<file path="src/verilog/gef_pkg.sv">
// Purpose: shared constants and types for the port E / port F gpio block
// Assumes: AXI4-Lite 32-bit slave, one clock, active-low asynchronous reset
// Notes: register index times four gives the byte address
package gef_pkg;

   // ==========================================================================
   // bus geometry and answers
   localparam int ADDR_W = 8;
   localparam int DATA_W = 32;
   localparam int IDX_W = 6;
   localparam int IDX_LSB = 2;
   localparam logic [1:0] RESP_OKAY = 2'h0;
   localparam logic [1:0] RESP_SLVERR = 2'h2;

   // ==========================================================================
   // register indices (byte address = index * 4)
   localparam logic [IDX_W-1:0] IDX_PORT_E_DATA = 6'h08;
   localparam logic [IDX_W-1:0] IDX_PORT_F_DATA = 6'h09;
   localparam logic [IDX_W-1:0] IDX_OPTICAL = 6'h1C;
   localparam logic [IDX_W-1:0] IDX_PORT_E_DIR = 6'h20;
   localparam logic [IDX_W-1:0] IDX_PORT_F_DIR = 6'h21;

   // ==========================================================================
   // port widths and shared pin positions
   localparam int PE_W = 5;
   localparam int PF_W = 8;
   localparam int PE_OPT_W = 4;
   localparam int PIN_TIMER_EXTERNAL_CLOCK_PIN = 0;
   localparam int PIN_TIMER_CHANNEL_0_PIN = 1;
   localparam int PIN_TIMER_CHANNEL_1_PIN = 2;

   // ==========================================================================
   // reset values
   localparam logic [PE_W-1:0] PE_DIR_RESET = 5'h00;
   localparam logic [PF_W-1:0] PF_DIR_RESET = 8'h00;
   localparam logic [7:0] OPTICAL_RESET = 8'h00;

   // ==========================================================================
   // optical register layout, bit 7 down to bit 0
   typedef struct packed {
      logic [2:0] slice_level_y;
      logic [2:0] slice_level_x;
      logic optical_enable_y;
      logic optical_enable_x;
   } gef_opt_s;

   // slicing level in millivolts: base plus code times step
   localparam int MV_W = 10;
   localparam logic [MV_W-1:0] SLICE_BASE_MV = 10'h0C8;
   localparam logic [MV_W-1:0] SLICE_STEP_MV = 10'h064;

   // ==========================================================================
   // timer hookup; edge_level pairs are {select_b, select_a}
   localparam logic [1:0] ELS_GPIO = 2'h0;
   localparam logic [2:0] PS_EXT_CLK_DEFAULT = 3'h7;

   typedef struct packed {
      logic [1:0] edge_level_ch1;
      logic [1:0] edge_level_ch0;
      logic [2:0] timer_prescale_select;
      logic ch1_out;
      logic ch1_drive;
      logic ch0_out;
      logic ch0_drive;
   } gef_tim_s;

   // ==========================================================================
   // bus state machines
   typedef enum logic [1:0] {
      WR_IDLE = 2'b01,
      WR_RESP = 2'b10
   } gef_wr_e;

   typedef enum logic [1:0] {
      RD_IDLE = 2'b01,
      RD_DATA = 2'b10
   } gef_rd_e;

endpackage

</file>
<file path="src/verilog/gef_ports.sv">
// Purpose: port E (5 pins, optical front end on 3..0) and port F (8 pins) gpio
// Assumes: pins synchronous to mclk; timer and keyboard units live elsewhere
// Notes: data latches hold no reset; direction and optical control do
//
// Contract
// - port E direction one drives the pin, zero makes it input
// - reset clears all port E direction bits
// - port E data read gives latch if output, pin level if input
// - data writes always load latches; input pins still read the pin
// - timer owns pin direction when claimed; direction still picks read source
// - port E pins 1 and 2 become timer channels when edge/level claims
// - port E pin 0 feeds timer clock when prescale selects it
// - port E pull-ups 3..0 enabled only for input pins
// - port E key enables turn pins 3..0 into interrupt inputs
// - optical register holds enables in bits 1..0, levels in 7..2
// - X enable powers optical front end and divider for pins 0,1
// - Y enable powers optical front end and divider for pins 2,3
// - level codes 0..7 select 200 to 900 mV in 100 mV steps
// - port F direction one drives the pin, zero makes it input
// - reset clears port F direction, leaves port F latches alone
// - port F data read gives latch if output, pin level if input
// - port F pull-ups enabled only for input pins
// - port F key enables turn pins into interrupt inputs
//
// Our own choice: the AXI4-Lite register port.
`timescale 1ns/1ps
module gef_ports (
   input wire logic mclk,
   input wire logic rst_b,
   // axi4-lite slave
   input wire logic [gef_pkg::ADDR_W-1:0] awaddr,
   input wire logic [2:0] awprot,
   input wire logic awvalid,
   output logic awready,
   input wire logic [gef_pkg::DATA_W-1:0] wdata,
   input wire logic [3:0] wstrb,
   input wire logic wvalid,
   output logic wready,
   output logic [1:0] bresp,
   output logic bvalid,
   input wire logic bready,
   input wire logic [gef_pkg::ADDR_W-1:0] araddr,
   input wire logic [2:0] arprot,
   input wire logic arvalid,
   output logic arready,
   output logic [gef_pkg::DATA_W-1:0] rdata,
   output logic [1:0] rresp,
   output logic rvalid,
   input wire logic rready,
   // port E pins; oe_b low while driving
   input wire logic [gef_pkg::PE_W-1:0] pe_pin_in,
   output logic [gef_pkg::PE_W-1:0] pe_pin_out,
   output logic [gef_pkg::PE_W-1:0] pe_pin_oe_b,
   // port F pins
   input wire logic [gef_pkg::PF_W-1:0] pf_pin_in,
   output logic [gef_pkg::PF_W-1:0] pf_pin_out,
   output logic [gef_pkg::PF_W-1:0] pf_pin_oe_b,
   // timer unit hookup
   input wire gef_pkg::gef_tim_s tim_cfg,
   output logic timer_channel_0_pin,
   output logic timer_channel_1_pin,
   output logic timer_external_clock_pin,
   output logic timer_ext_clk_selected,
   // keyboard unit hookup
   input wire logic [gef_pkg::PE_OPT_W-1:0] port_e_key_irq_enable,
   input wire logic [gef_pkg::PF_W-1:0] port_f_key_irq_enable,
   input wire logic [gef_pkg::PE_OPT_W-1:0] port_e_pullup_enables,
   input wire logic [gef_pkg::PF_W-1:0] port_f_pullup_enables,
   output logic [gef_pkg::PE_OPT_W-1:0] pe_key_level,
   output logic [gef_pkg::PF_W-1:0] pf_key_level,
   output logic [gef_pkg::PE_OPT_W-1:0] pe_pullup_on,
   output logic [gef_pkg::PF_W-1:0] pf_pullup_on,
   // analog optical front end controls
   output logic optical_enable_x,
   output logic optical_enable_y,
   output logic divider_enable_x,
   output logic divider_enable_y,
   output logic [2:0] slice_level_x,
   output logic [2:0] slice_level_y,
   output logic [gef_pkg::MV_W-1:0] slice_mv_x,
   output logic [gef_pkg::MV_W-1:0] slice_mv_y
);

   // ==========================================================================
   // state
   gef_pkg::gef_wr_e wr_st_q, wr_st_d;
   gef_pkg::gef_rd_e rd_st_q, rd_st_d;
   logic aw_have_q, aw_have_d;
   logic w_have_q, w_have_d;
   logic [gef_pkg::ADDR_W-1:0] aw_addr_q, aw_addr_d;
   logic [gef_pkg::DATA_W-1:0] w_data_q, w_data_d;
   logic [3:0] w_strb_q, w_strb_d;
   logic [1:0] bresp_q, bresp_d;
   logic [gef_pkg::DATA_W-1:0] rdata_q, rdata_d;
   logic [1:0] rresp_q, rresp_d;
   logic [gef_pkg::PE_W-1:0] pe_dir_q, pe_dir_d;
   logic [gef_pkg::PF_W-1:0] pf_dir_q, pf_dir_d;
   gef_pkg::gef_opt_s opt_q, opt_d;
   logic [gef_pkg::PE_W-1:0] pe_latch_q, pe_latch_d;
   logic [gef_pkg::PF_W-1:0] pf_latch_q, pf_latch_d;

   // combinational helpers
   logic aw_fire, w_fire, ar_fire;
   logic wr_go;
   logic [gef_pkg::ADDR_W-1:0] wr_addr;
   logic [gef_pkg::DATA_W-1:0] wr_data;
   logic [3:0] wr_strb;
   logic [gef_pkg::IDX_W-1:0] wr_idx, rd_idx;
   logic wr_lane0;
   logic ch0_claim, ch1_claim, clk_claim;
   logic [gef_pkg::PE_W-1:0] pe_timer_own;
   logic [gef_pkg::PE_W-1:0] pe_timer_drive;
   logic [gef_pkg::PE_W-1:0] pe_timer_out;
   logic [gef_pkg::PE_W-1:0] pe_read_val;
   logic [gef_pkg::PF_W-1:0] pf_read_val;

   // ==========================================================================
   // bus handshakes; one write and one read in flight at most
   assign awready = (wr_st_q == gef_pkg::WR_IDLE) && !aw_have_q;
   assign wready = (wr_st_q == gef_pkg::WR_IDLE) && !w_have_q;
   assign arready = (rd_st_q == gef_pkg::RD_IDLE);
   assign aw_fire = awvalid && awready;
   assign w_fire = wvalid && wready;
   assign ar_fire = arvalid && arready;
   assign bvalid = (wr_st_q == gef_pkg::WR_RESP);
   assign rvalid = (rd_st_q == gef_pkg::RD_DATA);
   assign bresp = bresp_q;
   assign rresp = rresp_q;
   assign rdata = rdata_q;

   // address and data may arrive in either order; merge held and live halves
   assign wr_go = (wr_st_q == gef_pkg::WR_IDLE) && (aw_have_q || aw_fire) && (w_have_q || w_fire);
   assign wr_addr = aw_have_q ? aw_addr_q : awaddr;
   assign wr_data = w_have_q ? w_data_q : wdata;
   assign wr_strb = w_have_q ? w_strb_q : wstrb;
   assign wr_idx = wr_addr[gef_pkg::IDX_LSB +: gef_pkg::IDX_W];
   assign rd_idx = araddr[gef_pkg::IDX_LSB +: gef_pkg::IDX_W];
   // every register sits in byte lane 0, so only that strobe matters
   assign wr_lane0 = wr_go && wr_strb[0];

   // ==========================================================================
   // timer ownership of shared pins
   assign ch0_claim = (tim_cfg.edge_level_ch0 != gef_pkg::ELS_GPIO);
   assign ch1_claim = (tim_cfg.edge_level_ch1 != gef_pkg::ELS_GPIO);
   assign clk_claim = (tim_cfg.timer_prescale_select == gef_pkg::PS_EXT_CLK_DEFAULT);

   always_comb begin
      pe_timer_own = '0;
      pe_timer_drive = '0;
      pe_timer_out = '0;
      // clock input is never driven while claimed
      pe_timer_own[gef_pkg::PIN_TIMER_EXTERNAL_CLOCK_PIN] = clk_claim;
      pe_timer_own[gef_pkg::PIN_TIMER_CHANNEL_0_PIN] = ch0_claim;
      pe_timer_drive[gef_pkg::PIN_TIMER_CHANNEL_0_PIN] = tim_cfg.ch0_drive;
      pe_timer_out[gef_pkg::PIN_TIMER_CHANNEL_0_PIN] = tim_cfg.ch0_out;
      pe_timer_own[gef_pkg::PIN_TIMER_CHANNEL_1_PIN] = ch1_claim;
      pe_timer_drive[gef_pkg::PIN_TIMER_CHANNEL_1_PIN] = tim_cfg.ch1_drive;
      pe_timer_out[gef_pkg::PIN_TIMER_CHANNEL_1_PIN] = tim_cfg.ch1_out;
   end

   // pin levels go to the timer as plain levels; it qualifies them itself
   assign timer_channel_0_pin = pe_pin_in[gef_pkg::PIN_TIMER_CHANNEL_0_PIN];
   assign timer_channel_1_pin = pe_pin_in[gef_pkg::PIN_TIMER_CHANNEL_1_PIN];
   assign timer_external_clock_pin = pe_pin_in[gef_pkg::PIN_TIMER_EXTERNAL_CLOCK_PIN];
   assign timer_ext_clk_selected = clk_claim;

   // ==========================================================================
   // pin drivers; the timer overrides direction on claimed pins
   always_comb begin
      for (int i = 0; i < gef_pkg::PE_W; i++) begin
         if (pe_timer_own[i]) begin
            pe_pin_out[i] = pe_timer_out[i];
            pe_pin_oe_b[i] = !pe_timer_drive[i];
         end else begin
            pe_pin_out[i] = pe_latch_q[i];
            pe_pin_oe_b[i] = !pe_dir_q[i];
         end
      end
   end

   assign pf_pin_out = pf_latch_q;
   assign pf_pin_oe_b = ~pf_dir_q;

   // ==========================================================================
   // read sources: latch for outputs, pin for inputs, even on timer pins
   assign pe_read_val = (pe_dir_q & pe_latch_q) | (~pe_dir_q & pe_pin_in);
   assign pf_read_val = (pf_dir_q & pf_latch_q) | (~pf_dir_q & pf_pin_in);

   // ==========================================================================
   // pull-ups only while the pin is an input; key levels idle high when off
   assign pe_pullup_on = port_e_pullup_enables & ~pe_dir_q[gef_pkg::PE_OPT_W-1:0];
   assign pf_pullup_on = port_f_pullup_enables & ~pf_dir_q;
   assign pe_key_level = pe_pin_in[gef_pkg::PE_OPT_W-1:0] | ~port_e_key_irq_enable;
   assign pf_key_level = pf_pin_in | ~port_f_key_irq_enable;

   // ==========================================================================
   // optical front end; divider follows its pair's enable
   assign optical_enable_x = opt_q.optical_enable_x;
   assign divider_enable_x = opt_q.optical_enable_x;
   assign optical_enable_y = opt_q.optical_enable_y;
   assign divider_enable_y = opt_q.optical_enable_y;
   assign slice_level_x = opt_q.slice_level_x;
   assign slice_level_y = opt_q.slice_level_y;
   // 100 mV per code step, 200 mV at code zero
   assign slice_mv_x = gef_pkg::SLICE_BASE_MV + 10'(opt_q.slice_level_x * gef_pkg::SLICE_STEP_MV);
   assign slice_mv_y = gef_pkg::SLICE_BASE_MV + 10'(opt_q.slice_level_y * gef_pkg::SLICE_STEP_MV);

   // ==========================================================================
   // write channel next state
   always_comb begin
      wr_st_d = wr_st_q;
      aw_have_d = aw_have_q;
      w_have_d = w_have_q;
      aw_addr_d = aw_addr_q;
      w_data_d = w_data_q;
      w_strb_d = w_strb_q;
      bresp_d = bresp_q;
      case (wr_st_q)
         gef_pkg::WR_IDLE: begin
            if (wr_go) begin
               aw_have_d = 1'b0;
               w_have_d = 1'b0;
               wr_st_d = gef_pkg::WR_RESP;
               case (wr_idx)
                  gef_pkg::IDX_PORT_E_DATA,
                  gef_pkg::IDX_PORT_F_DATA,
                  gef_pkg::IDX_OPTICAL,
                  gef_pkg::IDX_PORT_E_DIR,
                  gef_pkg::IDX_PORT_F_DIR: bresp_d = gef_pkg::RESP_OKAY;
                  default: bresp_d = gef_pkg::RESP_SLVERR;
               endcase
            end else begin
               // park whichever half came first
               if (aw_fire) begin
                  aw_have_d = 1'b1;
                  aw_addr_d = awaddr;
               end
               if (w_fire) begin
                  w_have_d = 1'b1;
                  w_data_d = wdata;
                  w_strb_d = wstrb;
               end
            end
         end
         gef_pkg::WR_RESP: begin
            if (bready) begin
               wr_st_d = gef_pkg::WR_IDLE;
            end
         end
         default: begin
            wr_st_d = gef_pkg::WR_IDLE;
         end
      endcase
   end

   always_ff @(posedge mclk or negedge rst_b) begin
      if (!rst_b) begin
         wr_st_q <= gef_pkg::WR_IDLE;
         aw_have_q <= 1'b0;
         w_have_q <= 1'b0;
         aw_addr_q <= '0;
         w_data_q <= '0;
         w_strb_q <= '0;
         bresp_q <= gef_pkg::RESP_OKAY;
      end else begin
         wr_st_q <= wr_st_d;
         aw_have_q <= aw_have_d;
         w_have_q <= w_have_d;
         aw_addr_q <= aw_addr_d;
         w_data_q <= w_data_d;
         w_strb_q <= w_strb_d;
         bresp_q <= bresp_d;
      end
   end

   // ==========================================================================
   // read channel next state; data is sampled at the address edge
   always_comb begin
      rd_st_d = rd_st_q;
      rdata_d = rdata_q;
      rresp_d = rresp_q;
      case (rd_st_q)
         gef_pkg::RD_IDLE: begin
            if (ar_fire) begin
               rd_st_d = gef_pkg::RD_DATA;
               rdata_d = '0;
               rresp_d = gef_pkg::RESP_OKAY;
               case (rd_idx)
                  gef_pkg::IDX_PORT_E_DATA: rdata_d[gef_pkg::PE_W-1:0] = pe_read_val;
                  gef_pkg::IDX_PORT_F_DATA: rdata_d[gef_pkg::PF_W-1:0] = pf_read_val;
                  gef_pkg::IDX_OPTICAL: rdata_d[7:0] = opt_q;
                  gef_pkg::IDX_PORT_E_DIR: rdata_d[gef_pkg::PE_W-1:0] = pe_dir_q;
                  gef_pkg::IDX_PORT_F_DIR: rdata_d[gef_pkg::PF_W-1:0] = pf_dir_q;
                  default: rresp_d = gef_pkg::RESP_SLVERR;
               endcase
            end
         end
         gef_pkg::RD_DATA: begin
            if (rready) begin
               rd_st_d = gef_pkg::RD_IDLE;
            end
         end
         default: begin
            rd_st_d = gef_pkg::RD_IDLE;
         end
      endcase
   end

   always_ff @(posedge mclk or negedge rst_b) begin
      if (!rst_b) begin
         rd_st_q <= gef_pkg::RD_IDLE;
         rdata_q <= '0;
         rresp_q <= gef_pkg::RESP_OKAY;
      end else begin
         rd_st_q <= rd_st_d;
         rdata_q <= rdata_d;
         rresp_q <= rresp_d;
      end
   end

   // ==========================================================================
   // control registers: direction and optical, cleared by reset
   always_comb begin
      pe_dir_d = pe_dir_q;
      pf_dir_d = pf_dir_q;
      opt_d = opt_q;
      if (wr_lane0) begin
         case (wr_idx)
            gef_pkg::IDX_PORT_E_DIR: pe_dir_d = wr_data[gef_pkg::PE_W-1:0];
            gef_pkg::IDX_PORT_F_DIR: pf_dir_d = wr_data[gef_pkg::PF_W-1:0];
            gef_pkg::IDX_OPTICAL: opt_d = wr_data[7:0];
            default: begin
               pe_dir_d = pe_dir_q;
            end
         endcase
      end
   end

   always_ff @(posedge mclk or negedge rst_b) begin
      if (!rst_b) begin
         pe_dir_q <= gef_pkg::PE_DIR_RESET;
         pf_dir_q <= gef_pkg::PF_DIR_RESET;
         opt_q <= gef_pkg::OPTICAL_RESET;
      end else begin
         pe_dir_q <= pe_dir_d;
         pf_dir_q <= pf_dir_d;
         opt_q <= opt_d;
      end
   end

   // ==========================================================================
   // data latches: written whatever the direction, untouched by reset
   always_comb begin
      pe_latch_d = pe_latch_q;
      pf_latch_d = pf_latch_q;
      if (wr_lane0 && (wr_idx == gef_pkg::IDX_PORT_E_DATA)) begin
         pe_latch_d = wr_data[gef_pkg::PE_W-1:0];
      end
      if (wr_lane0 && (wr_idx == gef_pkg::IDX_PORT_F_DATA)) begin
         pf_latch_d = wr_data[gef_pkg::PF_W-1:0];
      end
   end

   // no reset on purpose: software may preload before enabling outputs
   always_ff @(posedge mclk) begin
      pe_latch_q <= pe_latch_d;
      pf_latch_q <= pf_latch_d;
   end

endmodule

</file>
<file path="config.mk">
export PLATFORM = sky130hd
export DESIGN_NAME = gef_ports
export DESIGN_NICKNAME = d
export VERILOG_FILES = /design/src/verilog/gef_pkg.sv /design/src/verilog/gef_ports.sv
export SDC_FILE = /design/constraint.sdc
export NUM_CORES = 1
export LEC_CHECK = 0
export BUFFER_PORTS_ARGS = -buffer_cell sky130_fd_sc_hd__buf_4
export CORE_MARGIN = 4
export CORE_UTILIZATION = 40
export CTS_BUF_LIST = sky130_fd_sc_hd__clkbuf_16
export DETAILED_ROUTE_END_ITERATION = 8
export GPL_ROUTABILITY_DRIVEN = 0
export GPL_TIMING_DRIVEN = 0
export PLACE_DENSITY = 0.77
export SYNTH_ARGS = -nofsm -noshare
export SYNTH_HDL_FRONTEND = slang
export SYNTH_SLANG_ARGS = --single-unit
export TNS_END_PERCENT = 1
</file>
<file path="constraint.sdc">
create_clock -name mclk -period 1.6 [get_ports mclk]
set_input_delay 0.08 -clock mclk [delete_from_list [all_inputs] [get_ports mclk]]
set_output_delay 0.08 -clock mclk [all_outputs]
set_load 0.05 [all_outputs]
</file>
## After elaboration in Yosys (flattened, before gate mapping)

Cells that the tools add are included.

- Flip-flop bits (word level): 69
- Input port bits: 113
- Output and inout bits: 125
- Logic and storage cells: 118

- Add/sub/neg operators: 2
- $mul: 2
- Eq/ne operators: 19
- Multiplexer cells: 23
- Bitwise gates (word level): 16
- Reduce and logical (&&, ||, !) cells: 38

Operator list:

| operator | count |
|---|---|
| 5-bit case mux with 5 select lines | 1 |
| 8-bit AND | 3 |
| 6-bit by 4-bit equality test with 1-bit output (second input constant) | 4 |
| 6-bit equality test (second input constant) | 4 |
| 8-bit by 10-bit adder with 10-bit output (first input constant) | 2 |
| 2-bit AND reduction | 9 |
| 3-bit by 5-bit multiplier with 8-bit output (second input constant) | 2 |
| 8-bit 2-to-1 mux | 2 |
| 8-bit inverter | 2 |
| 8-bit OR | 2 |
| 6-bit by 5-bit equality test with 1-bit output (second input constant) | 2 |
| 2-bit 2-to-1 mux | 6 |
| 1-bit 2-to-1 mux | 11 |
| 5-bit AND | 2 |
| 1-bit logical AND | 10 |
| 5-bit OR reduction | 2 |
| 1-bit zero test | 9 |
| 3-bit case mux with 3 select lines | 1 |
| 4-bit inverter | 2 |
| 2-bit case mux with 2 select lines | 2 |
| 2-bit nonzero test | 4 |
| 2-bit by 1-bit != test with 1-bit output (second input constant) | 3 |
| 3-bit AND reduction | 2 |
| 5-bit inverter | 1 |
| 9 further kinds | 12 |

## Depth between registers and ports, before layout

Gate-level depths: netlist of the first run.

- Depth after elaboration: 8
- Gate-level depth with buffers: 7
- Depth with buffers taken out: 7

## Worst setup path before layout of the first run

No wires, ideal clock.

- Path type: register to output
- Start point: register opt_q (netlist bit slice_level_y[1])
- End point: output port slice_mv_y[9] (netlist name)
- Arrival: 3156 ps
- Required time: 1520 ps
- Slack: -1636 ps
- Stages on the path, launching flop included: 8
- Path buffers: 0
- Path through: dfrtp_1 inv_1 ha_1 inv_1 ha_1 nand2b_1 nand2_1 xor2_1

- Word-level cells in the longest chain between the ends: 2

Ends and longest elaborated chain:

| item | RTL line | text |
|---|---|---|
| from (decl) | gef_ports.sv:98 | `gef_pkg::gef_opt_s opt_q, opt_d;` |
| from (signal assigned) | gef_ports.sv:343 | `opt_q <= gef_pkg::OPTICAL_RESET;` |
| from (signal assigned) | gef_ports.sv:347 | `opt_q <= opt_d;` |
| 3-bit by 5-bit multiplier with 8-bit output | gef_ports.sv:206 | `assign slice_mv_y = gef_pkg::SLICE_BASE_MV + 10'(opt_q.slice_level_y * gef_pkg::SLICE_STEP_MV);` |
| 8-bit by 10-bit adder with 10-bit output | gef_ports.sv:206 |  |
| to (decl) | gef_ports.sv:81 | `output logic [gef_pkg::MV_W-1:0] slice_mv_y` |

No other way between the ends.

## Final worst setup path of the first run

- Start point: register opt_q (netlist bit slice_level_x[2])
- End point: output port slice_mv_x[9] (netlist name)

- Word-level cells in the longest chain between the ends: 2

Ends and longest elaborated chain:

| item | RTL line | text |
|---|---|---|
| 3-bit by 5-bit multiplier with 8-bit output | gef_ports.sv:205 | `assign slice_mv_x = gef_pkg::SLICE_BASE_MV + 10'(opt_q.slice_level_x * gef_pkg::SLICE_STEP_MV);` |
| 8-bit by 10-bit adder with 10-bit output | gef_ports.sv:205 |  |
| to (decl) | gef_ports.sv:80 | `output logic [gef_pkg::MV_W-1:0] slice_mv_x,` |

No other way between the ends.

==> flow_summary.toml, run 1 <==
[run_status]
status = "finished, violations left"
failed_checks = "setup timing"

[global_routing]
grt-ovfl-total = 0
busiest_layer = "met2"
grt_pass1_vias = 3722
met3_usage_pct = 5.19
met2_usage_pct = 38.1
track_usage_pct = 20.8
grt_max_degree = 53
grt_pass1_wl_um = 18900
grt.met1_usage_pct = 24.0
antenna_found_initial = 0

[pwr]
power_density_nw_per_um2 = 1700
p_comb_share_pct = 59.7
seq_power_share_pct = 24.6
p_sw_uw = 5220
ir_worst_vdd_mv = 1.52
clock_power_share_pct = 15.7
leakage_uw = 0.00309
netSwitchingFraction_pct = 47.5
internal_power_uw = 5770

[logic_synthesis]
synth_seq_area_share_pct = 41.9
synth_xor_area_share_pct = 2.16
synth_compound_area_share_pct = 7.88
ys_seq_elements = 65
syn_inst = 393
yosys.area_share.simple_pct = 17.5
synth_edf_count = 13
synthArstFlopShare_pct = 80.0
yosysUniqueCellTypes = 53
synth-main-ff-cell = "dfrtp_1"
synth_top_family_by_area = "simple AND/OR/NAND/NOR gates"
syn_area_per_cell_um2 = 10.3
yosys_warnings = 0
syn_area_um2 = 4050
synthMuxAreaShare_pct = 14.5
synthAdderAreaFrac_pct = 4.02

[setup_path]
r2r_end = "pe_dir_q[2]"
worst_setup_path_start_kind = "flip-flop"
crit_arrival_ns = 2.11
reg2reg_slack_ns = -0.28
max_stage_delay_ns = 0.48
crit-reg2reg-launch = "wr_st_q[0]"
critPathRequiredTime_ns = 1.52
timing.critical_path.fanout_max = 7
crit_slowest_cell = "dfrtp_2"
crit_buf_inv = 2
cpMostUsedCell = "ha_4"
worstRegToRegCells = 4
critPathTopFamily = "adder cells"
endpoint_kind = "output pin"
crit_type = "reg2out"
cp_cell_sequence = "ha_4, clkinvlp_4, ha_4, ha_4, nand2_4, xor2_4, buf_6"

[timing]
relSlewSlack_pct = 53.9
finalCritPeriodShare_pct = 137
finalCriticalPeriod_ns = 2.19
worstMarginPinSlew_ns = 0.689
hold_violations = 0
final_max_slew_viol_count = 0
rsz0062_at_grt = "true"
clock_skew_ns = 0.00601
fin_tns_setup_ns = -11.41
max_freq_ghz = 0.456
setup_violations = 46
worst_slack_ns = -0.594

[cts]
clock_latency_ns = 0.33
root_buffer = "clkbuf_16"
cts.sinks = 65
clkSlewWorstSetupHoldPaths_ns = 0.05
cts_tree = "yes"
cts_buffers = 9
h-tree-depth = 3
clockBufferDepth = 2

[die]
die_h_um = 109
die-area_um2 = 11800
start_util_pct = 41.2
num_rows = 36
coreArea_um2 = 9820
dieWidth_um = 109
io_pins = 238

[placement]
port-buffer-count = 170
post-dp-hpwl_um = 9540
placedCellCount = 725

[cells_and_area]
nFillCells = 778
antennaDiodeCount = 0
regArea_um2 = 1700
area_growth_syn_to_layout_pct = 59.8
fin_util_pct = 65.9
final_nets = 747
multi_input_area_um2 = 2360
instances_no_fill = 759
drive_gt1_share_pct = 55.1

[routing]
drt_iter0_drc = 142
wirelength_um = 12800
ant_nets = 0
vias_per_cell = 4.93
drcViolationCount = 0
first_pass_iters = 4
drt-wirelength-per-cell_um = 16.9
vias = 3740

[min_path]
min_to = "w_data_q[3]"
hold_class = "in2reg"
min_from = "wdata[3]"
holdPathStages = 2

[job]
drv_cap = 0
==> through the flow <==
stage / area (um^2) / hold WS (ns) / worst slack [ns] / total power (uW)
final: 6470 / 0.00688 / -0.594 / 11000
after detailed placement: 5800 / 0.168 / -0.526 / 8630
after floorplan: 4360 / -0.216 / -1.05 / 6980
after global placement: 5800 / 0.149 / -0.454 / 8490
after global routing: 6470 / 0.00373 / -0.648 / 11500
after CTS: 6350 / 0.00154 / -0.594 / 10800
==> cell families after synthesis <==
family / after synthesis
fa+ha+maj: 13
xor+xnor: 10
flops: 65
compound gates: 41
other cells: 1
simple gates: 124
mux: 53
buf+inv: 86
==> timing repair <==
| item | CTS | global route |
|---|---|---|
| buffers inserted | 4 | 1 |
| gates resized for setup | 34 | 20 |
| setup endpoints to repair | 68 | 66 |
| hold buffers | 13 | 0 |
| pin swaps | 10 | 8 |
| endpoints found under the hold margin | 62 | 0 |
==> sequential cells by signal, summed over array words and instances (netlist names) <==
register and cells:
w_have_q 1, slice_level_x 3, pf_pin_out 8, bresp 1, w_strb_q 1, rd_st_q 2
wr_st_q 2, divider_enable_y 1, divider_enable_x 1, pe_latch_q 5, pe_dir_q 5, rdata 8
rresp 1, aw_addr_q 6, slice_level_y 3, aw_have_q 1, pf_dir_q 8, w_data_q 8
==> power by group through the flow <==
stage	sequential, uW	combinational [uW]	clock (uW)
CTS	2680	6340	1760
global route	2780	6860	1820
finish	2700	6560	1720
global placement	2690	5800	0
detailed placement	2720	5920	0
floorplan	3020	3960	0
==> layout by cell type, fill, tap and decap left out, types with 3 or more instances in the layout <==
cell type	netlist	layout
nor2_2	0	3
nand3_1	6	4
dfrtp_1	50	46
o21ai_0	8	8
conb_1	1	30
clkbuf_1	4	3
buf_4	39	207
a31oi_1	4	4
mux2i_1	7	7
or2_2	3	3
inv_1	37	34
xor2_2	0	3
buf_2	5	4
dlygate4sd3_1	0	13
a21oi_1	7	5
nor2_1	24	20
a22o_1	3	3
nand2b_1	11	8
dfrtp_2	0	3
a221o_1	3	3
nand2_1	16	13
xor2_1	8	3
clkinvlp_4	0	5
clkbuf_16	0	9
buf_6	1	9
nor3_1	16	16
ha_4	0	8
ha_2	0	3
nand2_4	0	3
edfxtp_1	13	13
mux2_2	46	46
nor2b_1	17	16
nand2b_4	0	3
nor4_1	10	9
==> per-layer routing <==
layer  part of all wire (%)  vias to the layer above
li1                       -                     1753
met4                    1.4                        0
met1                     40                     1809
met3                    7.5                       16
met2                     52                      162
met5                      0                        -
==> synthesized netlist by cell type, types with 2 or more instances <==
library cell | n | share of area, %
a22o_1 | 3 | 0.65
o211ai_1 | 2 | 0.37
o21ai_0 | 8 | 0.99
or2_2 | 3 | 0.46
edfxtp_1 | 13 | 9.6
xor2_1 | 8 | 1.7
buf_2 | 5 | 0.62
and4_1 | 2 | 0.43
mux2i_1 | 7 | 1.7
nand2_1 | 16 | 1.5
or4b_1 | 2 | 0.49
o32ai_2 | 2 | 0.80
nand3_1 | 6 | 0.74
nor2_1 | 24 | 2.2
nand3b_1 | 2 | 0.37
buf_4 | 39 | 7.2
xnor2_1 | 2 | 0.43
inv_1 | 37 | 3.4
nor2b_1 | 17 | 2.6
a2111oi_0 | 4 | 0.87
dfrtp_1 | 50 | 31
nor3b_1 | 4 | 0.74
nand2b_1 | 11 | 1.7
a221o_1 | 3 | 0.74
dfstp_2 | 2 | 1.3
nor3_1 | 16 | 2.0
a21oi_1 | 7 | 0.87
clkbuf_1 | 4 | 0.37
a31oi_1 | 4 | 0.62
mux2_2 | 46 | 13
nor4_1 | 10 | 1.5
ha_1 | 13 | 4.0
==> cell type report <==
class | count | share of cell area (%)
Tap cell | 133 | 2.57
Inverter | 37 | 2.38
Clock buffer | 9 | 3.48
Sequential cell | 65 | 26.3
Buffer | 49 | 5.38
Clock inverter | 7 | 0.580
Multi-Input combinational cell | 271 | 36.5
Timing Repair Buffer | 188 | 22.8
==> worst max path at each step <==
stage / start / depth (start not counted) / slack (ns) / endpoint
after detailed placement: wr_st_q[0] / 3 / -0.53 / pf_pin_out[4]
after floorplan: slice_level_x[1] / 7 / -1.05 / slice_mv_x[9]
after global routing: slice_level_x[1] / 8 / -0.65 / slice_mv_x[9]
after CTS: slice_level_y[1] / 7 / -0.59 / slice_mv_y[8]
after global placement: wr_st_q[0] / 4 / -0.45 / pf_dir_q[6]
final: slice_level_x[2] / 7 / -0.59 / slice_mv_x[9]
Note: power is estimated with default switching activity, not from simulation.
==> inputs of run 2 (changes only) <==
==> constraint.sdc (replaced) <==
create_clock -name mclk -period 1.6 [get_ports mclk]
set_input_delay 0.08 -clock mclk [delete_from_list [all_inputs] [get_ports mclk]]
set_output_delay 0.08 -clock mclk [all_outputs]
set_load 0.02 [all_outputs]
==> run 2 against run 1 <==
The run still ends with setup timing left. Routed wire length shrank 3.5%. Clock skew grew 0.0025 ns. Sequential cell count is the same. Sequential power is essentially flat. Die area is the same. Critical endpoint is now slice_mv_y[9]. Final cell count shrank 0.79%. Via count shrank 1.7%. Worst hold slack gained 0.0021 ns.
==> flow_summary.toml, run 2 (synthesis results as in run 1) <==
[run_status]
status = "finished, violations left"
failed_checks = "setup timing"

[timing]
worst_slack_ns = -0.364
rsz0062_at_grt = "true"
relSlewSlack_pct = 55.9
finalCriticalPeriod_ns = 1.96
max_freq_ghz = 0.509
final_max_slew_viol_count = 0
setup_violations = 43
worstMarginPinSlew_ns = 0.662
holdWs_ns = 0.00897
hold_violations = 0
finalCritPeriodShare_pct = 123
clock_skew_ns = 0.00854
fin_tns_setup_ns = -7.61

[setup_path]
cpMostUsedCell = "ha_4"
crit_buf_inv = 3
endpoint_kind = "output pin"
crit_slowest_cell = "dfrtp_2"
crit_type = "reg2out"
critPathRequiredTime_ns = 1.52
max_stage_delay_ns = 0.43
timing.critical_path.fanout_max = 5
worst_setup_path_start_kind = "flip-flop"
crit_arrival_ns = 1.88
critPathTopFamily = "adder cells"
cp_cell_sequence = "inv_4, ha_4, inv_4, ha_4, ha_4, nand2_4, xor2_4, buf_6"

[global_routing]
grt_max_degree = 53
grt_pass1_wl_um = 18900
grt-ovfl-total = 0
track_usage_pct = 20.8
antenna_found_initial = 0
grt_pass1_vias = 3749

[die]
die_h_um = 109
die-area_um2 = 11800
io_pins = 238
dieWidth_um = 109
start_util_pct = 41.2
coreArea_um2 = 9820
num_rows = 36

[cells_and_area]
fin_util_pct = 64.3
regArea_um2 = 1700
antennaDiodeCount = 0
nFillCells = 782
drive_gt1_share_pct = 54.4
layout_commonest_cell = "buf_4"
layout_common_cells = "buf_4, mux2_2, dfrtp_1, inv_1, conb_1"
multi_input_area_um2 = 2230
area_growth_syn_to_layout_pct = 56.1
final_nets = 741

[routing]
vias_per_cell = 4.88
drt-wirelength-per-cell_um = 16.4
drcViolationCount = 0
first_pass_iters = 4
drt_iter0_drc = 126
ant_nets = 0
vias = 3678
wirelength_um = 12400

[cts]
h-tree-depth = 3
clock_latency_ns = 0.32
cts_tree = "yes"
cts_buffers = 9
cts.sinks = 65
clockBufferDepth = 2
root_buffer = "clkbuf_16"
clkSlewWorstSetupHoldPaths_ns = 0.06

[pwr]
ir_worst_vdd_mv = 0.948
power_density_nw_per_um2 = 1500
leakage_uw = 0.00309

[placement]
port-buffer-count = 170
post-dp-hpwl_um = 9460

[min_path]
hold_class = "in2reg"

[job]
drv_cap = 0
run 2: cell count changes in the layout (fill, tap and decap cells not counted), sizes merged:
cell         delta
dlygate4sd3     -9
clkinvlp        -5
buf             +3
bufinv          +3
inv             +2
run 2: power breakdown:
group,internal [uW],switching [uW]
registers,2230,451
logic,2160,2440
clock network,1510,707
total,5900,3600
run 2: per-stage QoR:
| step | instances | setup WS [ns] | area (um^2) | total power, uW |
|---|---|---|---|---|
| 3_5_place_dp | 725 | -0.502 | 5760 | 7000 |
| 5_1_grt | 753 | -0.408 | 6320 | 9990 |
| 2_1_floorplan | 422 | -0.130 | 4320 | 5360 |
| 6_report | 753 | -0.364 | 6320 | 9500 |
| 4_1_cts | 753 | -0.364 | 6300 | 9480 |
| 3_3_place_gp | 725 | -0.456 | 5760 | 6850 |
run 2: cell type report:
class | count | share of cell area (%)
clock buffers | 9 | 3.57
inverters | 37 | 2.32
plain buffers | 49 | 5.49
repair buffers | 182 | 22.0
flip-flops and latches | 65 | 26.9
multi-input cells | 271 | 35.3
well taps | 133 | 2.63
clock inverters | 7 | 1.76
run 2: worst paths after layout:
| check | from | to | slack [ns] | cells after the start |
|---|---|---|---|---|
| min | awaddr[7] | aw_addr_q[7] | 0.009 | 2 |
| min in group asynchronous | rst_b | aw_addr_q[7] | 0.33 | 2 |
| max reg2reg | aw_have_q | divider_enable_y | -0.24 | 5 |
| max | slice_level_y[1] | slice_mv_y[9] | -0.36 | 8 |
| max in group asynchronous | rst_b | slice_level_x[1] | 0.79 | 2 |
| min reg2reg | rdata[2] | rdata[2] | 0.49 | 2 |
run 2: timing repair:
item | 4_1_cts | 5_1_grt
endpoints found under the hold margin | 53 | 0
hold buffers | 4 | 0
resized for setup | 25 | 5
buffers inserted | 8 | 0
pin swaps | 10 | 3
endpoints found under the setup margin | 59 | 68
run 2: per-layer routing:
layer | share of wire (%) | global-route usage, % | up-vias
met4 | 1.7 | 6.67 | 0
li1 | - | - | 1741
met3 | 6.1 | 2.81 | 16
met2 | 53 | 37.6 | 137
met1 | 39 | 25.4 | 1784
met5 | 0 | 0 | -
==> inputs of run 3 (changes only) <==
==> constraint.sdc (replaced) <==
create_clock -name mclk -period 1.6 [get_ports mclk]
set_input_delay 0.32 -clock mclk [delete_from_list [all_inputs] [get_ports mclk]]
set_output_delay 0.32 -clock mclk [all_outputs]
set_load 0.02 [all_outputs]
==> run 3 against run 2 <==
The run still ends with setup timing left. Via count up 1.4%. Sequential power about the same. Combinational power up 5.7%. Final cell count is the same. Sequential cell count did not move. Non-clock buffer count is the same. Core utilization grew 0.38 points. Largest cell class unchanged. Largest power group unchanged. Cell area is 0.59% higher. Fmax decreased by 11%. Register-to-register slack lost 0.14 ns. First-iteration DRC count increased by 68%.
==> flow_summary.toml, run 3 (synthesis results as in run 1) <==
[run_status]
status = "finished, violations left"
failed_checks = "setup timing"

[placement]
port-buffer-count = 170
pre_cts_ws_ns = -0.486
placedCellCount = 725
post-dp-hpwl_um = 9400
dpl_cell_area_um2 = 5760

[routing]
vias_per_cell = 4.95
ant_nets = 0
drcViolationCount = 0
first_pass_iters = 4
drt-wirelength-per-cell_um = 16.9
wirelength_um = 12700
drt_iter0_drc = 212
vias = 3729

[setup_path]
cp_cell_sequence = "inv_4, ha_4, inv_4, ha_4, ha_4, buf_6, xnor2_2, buf_4"
r2r_end = "pe_dir_q[1]"
critPathRequiredTime_ns = 1.28
crit_arrival_ns = 1.89
worstRegToRegCells = 4
cpMostUsedCell = "ha_4"
crit_slowest_cell = "dfrtp_2"
crit-reg2reg-launch = "aw_have_q"
critPathCapture = "slice_mv_y[8]"
timing.critical_path.fanout_max = 5
endpoint_kind = "output pin"
worstSetupStartpoint = "slice_level_y[1]"
crit_type = "reg2out"
worst_setup_path_start_kind = "flip-flop"
reg2reg_slack_ns = -0.38
max_stage_delay_ns = 0.43

[cts]
cts.sinks = 65
clockBufferDepth = 2
cts_buffers = 9
h-tree-depth = 3
clock_latency_ns = 0.32
cts_hold_buf = 0
clkSlewWorstSetupHoldPaths_ns = 0.05
cts_tree = "yes"
root_buffer = "clkbuf_16"

[global_routing]
grt_max_degree = 53
track_usage_pct = 20.7
grt_pass1_wl_um = 18800
grt-ovfl-total = 0
grt_pass1_vias = 3729
antenna_found_initial = 0

[timing]
worstMarginPinSlew_ns = 0.680
hold_violations = 0
holdWs_ns = 0.0362
max_freq_ghz = 0.453
setup_violations = 48
clock_skew_ns = 0.00679
worst_slack_ns = -0.609
finalCriticalPeriod_ns = 2.21
relSlewSlack_pct = 54.6
final_max_slew_viol_count = 0
finalCritPeriodShare_pct = 138
fin_tns_setup_ns = -12.19
rsz0062_at_grt = "true"

[die]
num_rows = 36
die_h_um = 109
io_pins = 238
start_util_pct = 41.2
dieWidth_um = 109
coreArea_um2 = 9820
die-area_um2 = 11800

[pwr]
netSwitchingFraction_pct = 39.0
p_comb_share_pct = 51.8
p_sw_uw = 3660
clock_power_share_pct = 19.5
internal_power_uw = 5720
seq_power_share_pct = 28.7
ir_worst_vdd_mv = 1.07
leakage_uw = 0.00310
power_density_nw_per_um2 = 1480

[job]
drv_cap = 0

[cells_and_area]
layout_common_cells = "buf_4, mux2_2, dfrtp_1, inv_1, conb_1"
layout_commonest_cell = "buf_4"
drive_gt1_share_pct = 56.9
final_area_um2 = 6350
antennaDiodeCount = 0
area_growth_syn_to_layout_pct = 57.0
instances_no_fill = 753
final_nets = 741

[min_path]
hold_class = "in2async"
[run 3: worst min path at each step]
stage                       end  slack [ns]
2_1_floorplan      aw_addr_q[2]        0.02
3_3_place_gp   slice_level_y[0]        0.39
3_5_place_dp        w_data_q[6]        0.41
4_1_cts             w_data_q[6]        0.06
5_1_grt             w_data_q[6]         0.1
6_report            w_data_q[6]        0.04
[run 3: power by group through the flow]
stage                     Sequential (uW)  Combinational [uW]  Clock [uW]
final                                2690                4860        1830
after global routing                 2760                5160        1930
after CTS                            2670                4690        1850
after detailed placement             2710                4300           0
after global placement               2680                4180           0
after floorplan                      2730                2650           0
[run 3: final cells by class]
class | instances | area [um^2]
plain buffers | 49 | 360
clock buffers | 9 | 225
clock inverters | 7 | 55.1
fillers | 807 | 3460
inverters | 37 | 146
multi-input cells | 271 | 2300
flip-flops and latches | 65 | 1700
well taps | 133 | 166
repair buffers | 182 | 1400
[run 3: worst max-delay path: cells and delay by family (launching register included)]
kind,cells,cell delay (ns)
flops,1,0.43
xor+xnor,1,0.10
buf+inv,4,0.34
fa+ha+maj,3,0.70
[run 3: layer usage]
layer | vias to the layer above | wire (um) | global-route usage, %
li1 | 1747 | - | -
met1 | 1801 | 4930 | 24.3
met2 | 166 | 6610 | 37.8
met3 | 15 | 1010 | 5.07
met4 | 0 | 175 | 5.14
met5 | - | 0 | 0
[run 3: stage by stage]
step                      power (uW)  util (%)
after floorplan                 5380         -
after global placement          6850      58.7
after detailed placement        7010      58.7
after CTS                       9210      63.7
after global routing            9850      64.7
final                           9380      64.7
[run 3: what timing repair did]
item / in CTS / in global routing
gates resized for setup: 37 / 26
buffers inserted: 11 / 1
endpoints found under the setup margin: 73 / 74
pin swaps: 15 / 0
